File: config.mk
export PLATFORM = sky130hd
export DESIGN_NAME = udhc_hw_config
export DESIGN_NICKNAME = d
export VERILOG_FILES = /design/src/logic/udhc_pkg.sv /design/src/logic/udhc_hw_config.sv /design/src/logic/udhc_clkdiv.sv
export VERILOG_INCLUDE_DIRS = /design/src /design/src/logic
export SDC_FILE = /design/constraint.sdc
export NUM_CORES = 1
export LEC_CHECK = 0
export BUFFER_PORTS_ARGS = -buffer_cell sky130_fd_sc_hd__buf_2
export CAP_MARGIN = 10
export CELL_PAD_IN_SITES_DETAIL_PLACEMENT = 2
export CELL_PAD_IN_SITES_GLOBAL_PLACEMENT = 2
export CORE_AREA = 5 5 123 125
export DETAILED_ROUTE_END_ITERATION = 6
export DIE_AREA = 0 0 128 130
export PLACE_DENSITY = 0.87
export SETUP_SLACK_MARGIN = 0.2
export SLEW_MARGIN = 0
export SYNTH_ARGS = -nofsm -noshare
export SYNTH_HDL_FRONTEND = slang
export SYNTH_HIERARCHICAL = 1
export SYNTH_SLANG_ARGS = --single-unit
File: constraint.sdc
create_clock -name ref_clk -period 2.8 [get_ports ref_clk]
set_input_delay 0.56 -clock ref_clk [delete_from_list [all_inputs] [get_ports ref_clk]]
set_output_delay 0.56 -clock ref_clk [all_outputs]
set_load 0.02 [all_outputs]
File: src/logic/udhc_map.svh
// Register map constants for the device hardware configuration register.
`ifndef UDHC_MAP_SVH
`define UDHC_MAP_SVH

// ****************************************************************
// Command codes and register layout
// ****************************************************************
`define UDHC_CMD_WRITE        8'hBA
`define UDHC_CMD_READ         8'hBB
`define UDHC_RESET_VALUE      16'h2340
`define UDHC_BIT_EXTPULL      14
`define UDHC_BIT_SLOW_DIS     13
`define UDHC_BIT_CLK_ON       12
`define UDHC_DIV_HI           11
`define UDHC_DIV_LO           8
`define UDHC_BIT_ACK_ONLY     7
`define UDHC_BIT_DRQ_POL      6
`define UDHC_BIT_DACK_POL     5
`define UDHC_BIT_EOT_POL      4
`define UDHC_BIT_WAKE_CS      3
`define UDHC_BIT_PWR_OFF      2
`define UDHC_BIT_IRQ_PULSE    1
`define UDHC_BIT_IRQ_POL      0

// ****************************************************************
// Timing
// ****************************************************************
`define UDHC_CLK_HZ           25000000
`define UDHC_SUSP_DELAY_US    2000
`define UDHC_SUSP_DELAY_CYC   ((`UDHC_SUSP_DELAY_US * (`UDHC_CLK_HZ / 1000000)))
`define UDHC_SLOW_CLK_HZ      100000
`define UDHC_SLOW_HALF_CYC    (`UDHC_CLK_HZ / (2 * `UDHC_SLOW_CLK_HZ))
`define UDHC_IRQ_PULSE_NS     166
`define UDHC_IRQ_PULSE_CYC    ((`UDHC_IRQ_PULSE_NS * (`UDHC_CLK_HZ / 1000000) + 999) / 1000)

`endif

File: src/logic/udhc_pkg.sv
// Types shared by the hardware configuration block.
package udhc_pkg;

   // ****************************************************************
   // Configuration register fields, bit 15 down to bit 0
   // ****************************************************************
   typedef struct packed {
      logic       reserved;
      logic       external_pullup_sel;
      logic       slow_clock_out_disable;
      logic       clocks_always_on;
      logic [3:0] clock_out_divider;
      logic       dma_ack_only_mode;
      logic       dma_request_polarity;
      logic       dma_ack_polarity;
      logic       end_of_transfer_polarity;
      logic       wake_on_chip_select;
      logic       suspend_power_off_en;
      logic       irq_pulse_mode;
      logic       irq_polarity;
   } udhc_cfg_t;

   // Suspend sequencing states.
   typedef enum logic [2:0] {
      UDHC_RUN   = 3'b001,
      UDHC_WAIT  = 3'b010,
      UDHC_SLEEP = 3'b100
   } udhc_susp_t;

endpackage : udhc_pkg

File: src/logic/udhc_hw_config.sv
// Device hardware configuration register and the pin behaviour it steers.
// Behaviour
// - Register is sixteen bits, kept across bus reset.
// - Command BA writes, BB reads one word.
// - Bit 14 selects external pull-up, no soft attach.
// - Bit 13 clear: slow clock out after delay.
// - Bit 12 set keeps clocks on in suspend.
// - Bits 11..8 divide clock output by N+1.
// - Divider change produces no glitch.
// - Bit 7 selects acknowledge-only DMA mode.
// - Bit 6 sets DMA request polarity.
// - Bit 5 sets DMA acknowledge polarity.
// - Bit 4 sets end-of-transfer polarity.
// - Bit 3: chip select low wakes, bus powered.
// - Bit 2: suspend output drives power switch.
// - Bit 1 selects level or pulsed interrupt.
// - Bit 0 sets interrupt output polarity.
// - Soft attach ignored when external pull-up set.
// - Suspend request one then zero enters suspend.
`timescale 1ns/1ps
`default_nettype none
`include "udhc_map.svh"

module udhc_hw_config #(
   parameter int SUSP_DELAY_CYC = `UDHC_SUSP_DELAY_CYC,
   parameter int SLOW_HALF_CYC  = `UDHC_SLOW_HALF_CYC
) (
   // Clock and reset.
   input  wire logic        ref_clk,
   input  wire logic        nrst,
   // Command port from the shared processor bus, same clock domain.
   input  wire logic        cmd_valid,
   input  wire logic [7:0]  cmd_code,
   input  wire logic        data_wr_valid,
   input  wire logic [15:0] data_wr,
   input  wire logic        data_rd_req,
   output logic [15:0]      data_rd,
   output logic             data_rd_valid,
   // Status from the rest of the controller.
   input  wire logic        usb_bus_reset,
   input  wire logic        suspend_request,
   input  wire logic        soft_attach_enable,
   input  wire logic        resume_done,
   input  wire logic        dc_irq_event,
   input  wire logic        dma_request_int,
   input  wire logic        end_of_transfer_int,
   // Pins from outside.
   input  wire logic        chip_select_n_pin,
   input  wire logic        vbus_pin,
   input  wire logic        device_dma_ack_pin,
   input  wire logic        end_of_transfer_pin,
   // Derived internal signals.
   output logic             dma_ack_int,
   output logic             end_of_transfer_in_int,
   output logic             dma_ack_only,
   output logic             soft_attach,
   output logic             suspended,
   output logic             remote_wakeup,
   output logic             osc_enable,
   // Pins to outside.
   output logic             clock_output_pin,
   output logic             device_dma_request,
   output logic             end_of_transfer_out,
   output logic             end_of_transfer_oe,
   output logic             device_irq_out,
   output logic             suspend_status_pin
);

   // ****************************************************************
   // Register and command decode
   // ****************************************************************
   udhc_pkg::udhc_cfg_t cfg;
   logic [1:0]          pending;  // [0] write armed, [1] read armed

   // Bus reset is deliberately not an input here: contents survive it.
   always_ff @(posedge ref_clk) begin
      if (!nrst) begin
         cfg <= udhc_pkg::udhc_cfg_t'(`UDHC_RESET_VALUE);
      end else if (pending[0] && data_wr_valid && !cmd_valid) begin
         // A new command in the same cycle wins, as on the read path.
         cfg <= udhc_pkg::udhc_cfg_t'(data_wr);
      end
   end

   // A command arms exactly one following word transfer.
   always_ff @(posedge ref_clk) begin
      if (!nrst) begin
         pending <= 2'b00;
      end else if (cmd_valid) begin
         pending <= {cmd_code == `UDHC_CMD_READ, cmd_code == `UDHC_CMD_WRITE};
      end else if ((pending[0] && data_wr_valid) || (pending[1] && data_rd_req)) begin
         pending <= 2'b00;
      end
   end

   // Read data is registered; one word per read command.
   always_ff @(posedge ref_clk) begin
      if (!nrst) begin
         data_rd       <= 16'h0000;
         data_rd_valid <= 1'b0;
      end else begin
         data_rd_valid <= pending[1] && data_rd_req && !cmd_valid;
         if (pending[1] && data_rd_req && !cmd_valid) begin
            data_rd <= cfg;
         end
      end
   end

   // ****************************************************************
   // Pin synchronisers
   // ****************************************************************
   logic [3:0] sync1;
   logic [3:0] sync2;

   always_ff @(posedge ref_clk) begin
      if (!nrst) begin
         sync1 <= 4'hF;
         sync2 <= 4'hF;
      end else begin
         sync1 <= {chip_select_n_pin, vbus_pin, device_dma_ack_pin, end_of_transfer_pin};
         sync2 <= sync1;
      end
   end

   // ****************************************************************
   // Suspend sequencing
   // ****************************************************************
   udhc_pkg::udhc_susp_t state;
   logic                 req_prev;
   logic [31:0]          delay_cnt;
   logic                 wake;

   // Wake needs bus power; chip select alone would wake a detached device.
   assign wake = cfg.wake_on_chip_select && !sync2[3] && sync2[2];

   always_ff @(posedge ref_clk) begin
      if (!nrst) begin
         req_prev <= 1'b0;
      end else begin
         req_prev <= suspend_request;
      end
   end

   always_ff @(posedge ref_clk) begin
      if (!nrst) begin
         state     <= udhc_pkg::UDHC_RUN;
         delay_cnt <= '0;
      end else begin
         unique case (state)
            udhc_pkg::UDHC_RUN: begin
               delay_cnt <= '0;
               if (req_prev && !suspend_request) begin
                  state <= udhc_pkg::UDHC_WAIT;
               end
            end
            udhc_pkg::UDHC_WAIT: begin
               if (wake || resume_done || usb_bus_reset) begin
                  state <= udhc_pkg::UDHC_RUN;
               end else if (delay_cnt >= SUSP_DELAY_CYC - 1) begin
                  state <= udhc_pkg::UDHC_SLEEP;
               end else begin
                  delay_cnt <= delay_cnt + 1;
               end
            end
            udhc_pkg::UDHC_SLEEP: begin
               if (wake || resume_done || usb_bus_reset) begin
                  state <= udhc_pkg::UDHC_RUN;
               end
            end
            default: state <= udhc_pkg::UDHC_RUN;
         endcase
      end
   end

   assign suspended     = state != udhc_pkg::UDHC_RUN;
   assign remote_wakeup = suspended && wake;
   // Software must clear the always-on bit to reach suspend current.
   assign osc_enable    = cfg.clocks_always_on || state != udhc_pkg::UDHC_SLEEP;

   // ****************************************************************
   // Clock output
   // ****************************************************************
   logic       fast_clk;
   logic [7:0] slow_cnt;
   logic       slow_clk;

   udhc_clkdiv #(
      .W (4)
   ) u_div (
      .ref_clk (ref_clk),
      .nrst    (nrst),
      .enable  (state != udhc_pkg::UDHC_SLEEP),
      .divider (cfg.clock_out_divider),
      .clk_out (fast_clk)
   );

   // Slow suspend clock from a coarse counter.
   always_ff @(posedge ref_clk) begin
      if (!nrst || state != udhc_pkg::UDHC_SLEEP) begin
         slow_cnt <= 8'h00;
         slow_clk <= 1'b0;
      end else if (slow_cnt >= 8'(SLOW_HALF_CYC - 1)) begin
         slow_cnt <= 8'h00;
         slow_clk <= !slow_clk;
      end else begin
         slow_cnt <= slow_cnt + 8'h01;
      end
   end

   always_ff @(posedge ref_clk) begin
      if (!nrst) begin
         clock_output_pin <= 1'b0;
      end else if (state == udhc_pkg::UDHC_SLEEP) begin
         clock_output_pin <= !cfg.slow_clock_out_disable && slow_clk;
      end else begin
         clock_output_pin <= fast_clk;
      end
   end

   // ****************************************************************
   // Attach, DMA and power pins
   // ****************************************************************
   assign soft_attach  = soft_attach_enable && !cfg.external_pullup_sel;
   assign dma_ack_only = cfg.dma_ack_only_mode;
   assign dma_ack_int  = sync2[1] == cfg.dma_ack_polarity;
   assign end_of_transfer_in_int = sync2[0] == cfg.end_of_transfer_polarity;

   always_ff @(posedge ref_clk) begin
      if (!nrst) begin
         device_dma_request  <= 1'b0;
         end_of_transfer_out <= 1'b1;
         end_of_transfer_oe  <= 1'b0;
         suspend_status_pin  <= 1'b0;
      end else begin
         device_dma_request  <= dma_request_int ~^ cfg.dma_request_polarity;
         end_of_transfer_out <= end_of_transfer_int ~^ cfg.end_of_transfer_polarity;
         // Output driven only in acknowledge-only mode, else it is an input.
         end_of_transfer_oe  <= cfg.dma_ack_only_mode;
         suspend_status_pin  <= suspended && cfg.suspend_power_off_en;
      end
   end

   // ****************************************************************
   // Interrupt output
   // ****************************************************************
   logic       irq_prev;
   logic [3:0] pulse_cnt;
   logic       irq_active;

   // Pulse mode stretches each rising event to a fixed width.
   always_ff @(posedge ref_clk) begin
      if (!nrst) begin
         irq_prev  <= 1'b0;
         pulse_cnt <= 4'h0;
      end else begin
         irq_prev <= dc_irq_event;
         if (dc_irq_event && !irq_prev) begin
            pulse_cnt <= 4'(`UDHC_IRQ_PULSE_CYC);
         end else if (pulse_cnt != 4'h0) begin
            pulse_cnt <= pulse_cnt - 4'h1;
         end
      end
   end

   assign irq_active = cfg.irq_pulse_mode ? (pulse_cnt != 4'h0) : dc_irq_event;

   always_ff @(posedge ref_clk) begin
      if (!nrst) begin
         device_irq_out <= 1'b1;
      end else begin
         device_irq_out <= irq_active ~^ cfg.irq_polarity;
      end
   end

endmodule : udhc_hw_config
`default_nettype wire

File: src/logic/udhc_clkdiv.sv
// Glitch-free programmable divider for the clock output pin.
`timescale 1ns/1ps
`default_nettype none

module udhc_clkdiv #(
   parameter int W = 4
) (
   // Clock and reset.
   input  wire logic         ref_clk,
   input  wire logic         nrst,
   // Control.
   input  wire logic         enable,
   input  wire logic [W-1:0] divider,
   // Output.
   output logic              clk_out
);

   logic [W:0] count;
   logic [W:0] period;

   // Divider applies only at a period boundary so no runt pulse appears.
   always_ff @(posedge ref_clk) begin
      if (!nrst) begin
         count  <= '0;
         period <= '0;
      end else if (!enable) begin
         count  <= '0;
      end else if (count >= period) begin
         count  <= '0;
         period <= {1'b0, divider};
      end else begin
         count  <= count + 1'b1;
      end
   end

   // High for the first half of each period, registered.
   always_ff @(posedge ref_clk) begin
      if (!nrst) begin
         clk_out <= 1'b0;
      end else begin
         clk_out <= enable && ((count << 1) <= period);
      end
   end

endmodule : udhc_clkdiv
`default_nettype wire

; ---- After elaboration in Yosys (flattened, before gate mapping)
; Cells that the tools add are included.
[totals]
ff_bits = 109
latchBits = 0
ram_bits = 0
romBits = 0
inputBits = 40
out_inout_bits = 30
wordCells = 112
memories = 0
[classes]
addsub = 4
n_mul = 0
div = 0
order_cmp = 4
n_eq_ne = 14
shift = 0
mux = 14
n_bitwise = 5
n_reduce_logical = 36
[ops]
columns = cell, count
row1 = 2-to-1 mux 32 bit, 2
row2 = one-hot mux 32 bit (2 select lines), 1
row3 = "adder 32 x 1 -> 32 bit, second input constant", 1
row4 = ">= comparator 32 x 16 -> 1 bit, second input constant", 1
row5 = 2-to-1 mux 3 bit, 6
row6 = "== test 8 bit, second input constant", 2
row7 = logical AND 1 bit, 13
row8 = one-hot mux 3 bit (3 select lines), 1
row9 = "adder 8 x 1 -> 8 bit, second input constant", 1
row10 = ">= comparator 8 x 7 -> 1 bit, second input constant", 1
row11 = zero test 1 bit, 8
row12 = "inequality test 2 bit, second input constant", 4
row13 = "inequality test 3 bit, second input constant", 2
row14 = AND reduction 3 bit, 2
row15 = nonzero test 2 bit, 3
row16 = "adder 5 x 1 -> 5 bit, second input constant", 1
row17 = >= comparator 5 x 4 -> 1 bit, 1
row18 = less-or-equal comparator 5 x 4 -> 1 bit, 1
row19 = logical OR 1 bit, 5
row20 = 2-to-1 mux 2 bit, 2
row21 = nonzero test 4 bit, 1
row22 = OR reduction 2 bit, 2
row23 = "subtractor 4 x 1 -> 4 bit, second input constant", 1
row24 = "== test 3 x 1 -> 1 bit, second input constant", 1
row25 = other kinds (9), 14

; ---- Longest topological paths before layout
[depth]
word_depth = 7
ltp_mapped = 10
depth_no_buf = 7

; ---- Hierarchy
; Netlist, hierarchy kept.
[modules_own_cells]
columns = module, instances, cells_per_inst, area_per_inst_um2, seq_area_each_um2
row1 = udhc_hw_config, 1, 455, 3844.9, 1981.9
row2 = udhc_clkdiv, 1, 67, 615.6, 200.2

; ---- Least setup slack after synthesis
; No wires, ideal clock.
[synth_timing]
kind = register to register
startpoint = reg delay_cnt[0]
endpoint = reg delay_cnt[13]
setup_ps = 70
arrival_ps = 2286
required_time_ps = 2730
slack_ps = 444
path_stages_with_launch = 10
n_path_buf = 2
period_less_slack_ps = 2356
cell_sequence = dfxtp_1 -> ha_1 -> and3_1 -> clkbuf_2 -> or4_4 -> a31oi_2 -> o21ai_1 -> buf_2 -> or4_1 -> a21oi_1
[synth_between]
elab_chain_cells = 4
word_cells_on_any_way = 7
cone_classes = 1 x add/sub / 1 x order compare / 1 x eq/ne / 3 x mux / 1 x reduce/logical
[synth_rtl]
columns = item, line
row1 = "start, declared", udhc_hw_config.sv:130  ; logic [31:0] delay_cnt;
row2 = "start signal, assigned", udhc_hw_config.sv:162  ; delay_cnt <= delay_cnt + 1;
row3 = adder 32 x 1 -> 32 bit, udhc_hw_config.sv:162
row4 = 2-to-1 mux 32 bit, udhc_hw_config.sv:159  ; end else if (delay_cnt >= SUSP_DELAY_CYC - 1) begin
row5 = 2-to-1 mux 32 bit, udhc_hw_config.sv:157  ; if (wake || resume_done || usb_bus_reset) begin
row6 = one-hot mux 32 bit (2 select lines), udhc_hw_config.sv:149  ; unique case (state)
; Several ways; a longest one is shown, not always the timed one. The select of a mux whose other input is x is not followed.
; A chain may end at the register's enable or synchronous reset.

; ---- Final worst setup path
[layout_timing]
startpoint = reg delay_cnt[0]
endpoint = reg delay_cnt[12]
; The elaborated chain is that of the path after synthesis.

==> run metrics <==
via count 3975; setup violators final 0; gpl congestion 0.792; status complete, no violations; Final Hold Vio Count 0; sequential-to-total area share from yosys stat 48.9%; Clock Skew 0.00784 ns; Leakage ~2.1 nW; Mapped Nets 574; number of CTS-inserted buffers 9; PortBufs 69; pwr dens 648 nW/um^2; CP Launch Type flip-flop; io pins 70; Req. time, crit path a little over 3 ns; Clk pin slew, worst setup/hold paths 0.07 ns; total of max-cap violations 0; Least-Margin Pin Slew 0.973 ns; cell area after synthesis 4460 um^2; die area 16600 um^2; final std cells w/o fill 772; CTS tree done; CP endpoint kind flip-flop; Mapped Cells 522; Syn-to-layout area delta 19.8%; first-pass GRT wire length 22300 um; class of the worst hold path input pin to flip-flop; share of flip-flops with an asynchronous set or reset 0%; Yosys reg bits 109; final worst-path cycle share 86.5%; fmax 413 MHz; worst vdd ir 0.000331 V; fill cell count 1573; layout cells sized above 1 17.2%; drc violations 0; CTS root buf clkbuf_16; Die X-Extent 128 um; Vias/cell just over 5; antenna violations before repair 0; Synth Area per Inst 8.55 um^2; Initial DRC Count 121; headroom to the max-slew limit 34.9%; gr ovfl total 0; clock latency on the worst-skew pair between 0.3 and 0.4 ns; Final ANT Viol Nets 0; CP max FO 10; vias in the first global route 4485; CTS Buffer Depth 2; EDFF count, synth 0; prevailing post-synth register cell dfxtp_1; unique cell type count in the Yosys netlist 49; crit path DAT 2.70 ns; Setup CP Type flip-flop to flip-flop; clk sinks 109; H-tree depth 3; # diodes 0; core area roughly 14000 um^2; FP Rows 43; total track usage between 15 and 20%; Total Neg Setup Slack 0 ns; nets@finish about 640; WL/cell approximately 17 um; largest net degree at the start of global routing 41; Starting Density 32.4%; Hold-fix buffers, CTS 0; fin crit period 2.42 ns; Yosys Warn Count 6; dpl cells between 700 and 800; DIE HEIGHT 130 um; router iterations before antenna repair 4; placed wire-length estimate 9710 um; fin. max-slew vios 0; Total Wirelength 13300 um; Post-CTS Setup Inserts 0; RSZ-0062 raised after global routing no
==> metrics by stage <==
stage | utilization, % | worst slack, ns | hold WS, ns | total power, mW | cell area [um^2]
2_1_floorplan | - | 0.444 | 0.386 | 1.95 | 4460
5_1_grt | 38.8 | 0.249 | 0.383 | 3.62 | 5350
4_1_cts | 38.6 | 0.240 | 0.374 | 3.50 | 5320
3_5_place_dp | 36.3 | 0.143 | 0.405 | 2.09 | 5000
6_report | 38.8 | 0.379 | 0.383 | 3.46 | 5350
3_3_place_gp | 36.3 | 0.304 | 0.388 | 2.05 | 5000
==> cell usage after synthesis, types with 3 or more instances <==
library cell,number,area share [%]
nand2b_1,11,1.5
a31oi_1,3,0.42
xnor2_1,6,1.2
nor3_1,8,0.90
o2111ai_1,4,0.79
xor2_1,10,2.0
or3_1,10,1.4
nand3_1,29,3.3
a211oi_1,3,0.50
nor4_1,7,0.98
nand4_1,7,0.98
nor3b_1,4,0.67
nand3b_1,3,0.50
a32oi_1,5,0.98
o21ai_1,11,1.2
and2_1,16,2.2
or4_1,4,0.67
ha_1,12,3.4
o21a_1,7,1.2
dfxtp_1,109,49
a21oi_1,50,5.6
nor2_1,37,3.1
nand4b_1,3,0.59
and3_1,7,0.98
nor2b_1,4,0.56
nand2_1,87,7.3
clkbuf_1,19,1.6
inv_1,18,1.5
==> sequential cells by signal (all words and copies together), names as in the netlist, 2 cells and up <==
name and cells:
slow_cnt 8, delay_cnt 32, data_rd 16, sync2 4, cfg 15, u_div/period 4, pulse_cnt 4, state 3
sync1 4, pending 2, u_div/count 5
==> path summary, 6_finish.rpt <==
| path | to | start | slack, ns | cells after the start |
|---|---|---|---|---|
| worst max-delay path | delay_cnt[12] | delay_cnt[0] | 0.38 | 8 |
| worst min-delay path | sync1[3] | chip_select_n_pin | 0.38 | 2 |
| worst max register to register | delay_cnt[12] | delay_cnt[0] | 0.38 | 8 |
| worst min register to register | sync2[2] | sync1[2] | 0.42 | 1 |
==> cell type report <==
cell class	count	area (um^2)	area share (%)
Clock buffer	11	233	4.35
Clock inverter	5	82.6	1.54
Inverter	18	67.6	1.26
Multi-Input combinational cell	373	2150	40.3
Sequential cell	109	2180	40.8
Tap cell	180	225	4.21
Timing Repair Buffer	76	402	7.51
==> metal layers <==
| layer | routed length [um] | global-route usage, % | up-vias |
|---|---|---|---|
| li1 | - | - | 1931 |
| met1 | 5450 | 18.3 | 1965 |
| met4 | 316 | 6.62 | 0 |
| met2 | 7210 | 31.8 | 57 |
| met5 | 0 | 0 | - |
| met3 | 374 | 3.03 | 22 |
==> where the power goes <==
| part | switching, mW | leakage, nW | internal [mW] |
|---|---|---|---|
| Sequential | 0.0456 | 0.884 | 1.60 |
| Clock | 0.612 | 0.155 | 0.791 |
| Combinational | 0.235 | 1.04 | 0.177 |
==> critical path: stages (launching register included) <==
cell     delay (ns)
dfxtp_1        0.35
ha_2           0.22
and3_2         0.26
or4_4          0.45
a31oi_4        0.22
o21ai_4        0.14
buf_4          0.20
or3_1          0.35
a21oi_1        0.16
==> what timing repair did <==
| item | 4_1_cts | 5_1_grt |
|---|---|---|
| setup endpoints to repair | 9 | 11 |
| gates resized for setup | 1 | 6 |
| cloned | 0 | 0 |
==> layout by cell type (no fill, tap or decap), types with 3 or more instances in the layout <==
master,Yosys,routed
nand4b_1,3,3
ha_1,12,11
and3_1,7,6
and2_1,16,16
a21oi_1,50,50
nand2_1,87,87
clkbuf_16,0,9
nand4_1,7,7
nor3_1,8,8
buf_2,2,69
nand3_1,29,29
nor3b_1,4,3
or4_1,4,4
xnor2_1,6,6
xor2_1,10,10
o21ai_1,11,10
inv_1,18,18
nor2_1,37,37
a32oi_1,5,5
nor4_1,7,7
dfxtp_1,109,109
a31oi_1,3,3
buf_4,0,6
nand3b_1,3,3
nand2b_1,11,11
o2111ai_1,4,4
or3_1,10,10
a211oi_1,3,3
nor2b_1,4,4
o21a_1,7,7
==> logic make-up after synthesis <==
family / after synthesis / share of synthesized area [%]
AND/OR/NAND/NOR: 243 / 26.9
flip-flops: 109 / 48.9
AO/OA/AOI/OAI: 101 / 14.1
buffers and inverters: 40 / 3.45
XOR/XNOR: 16 / 3.14
adder cells (fa/ha/maj): 12 / 3.37
other: 1 / 0.0841
(Power assumes the default switching activity.)
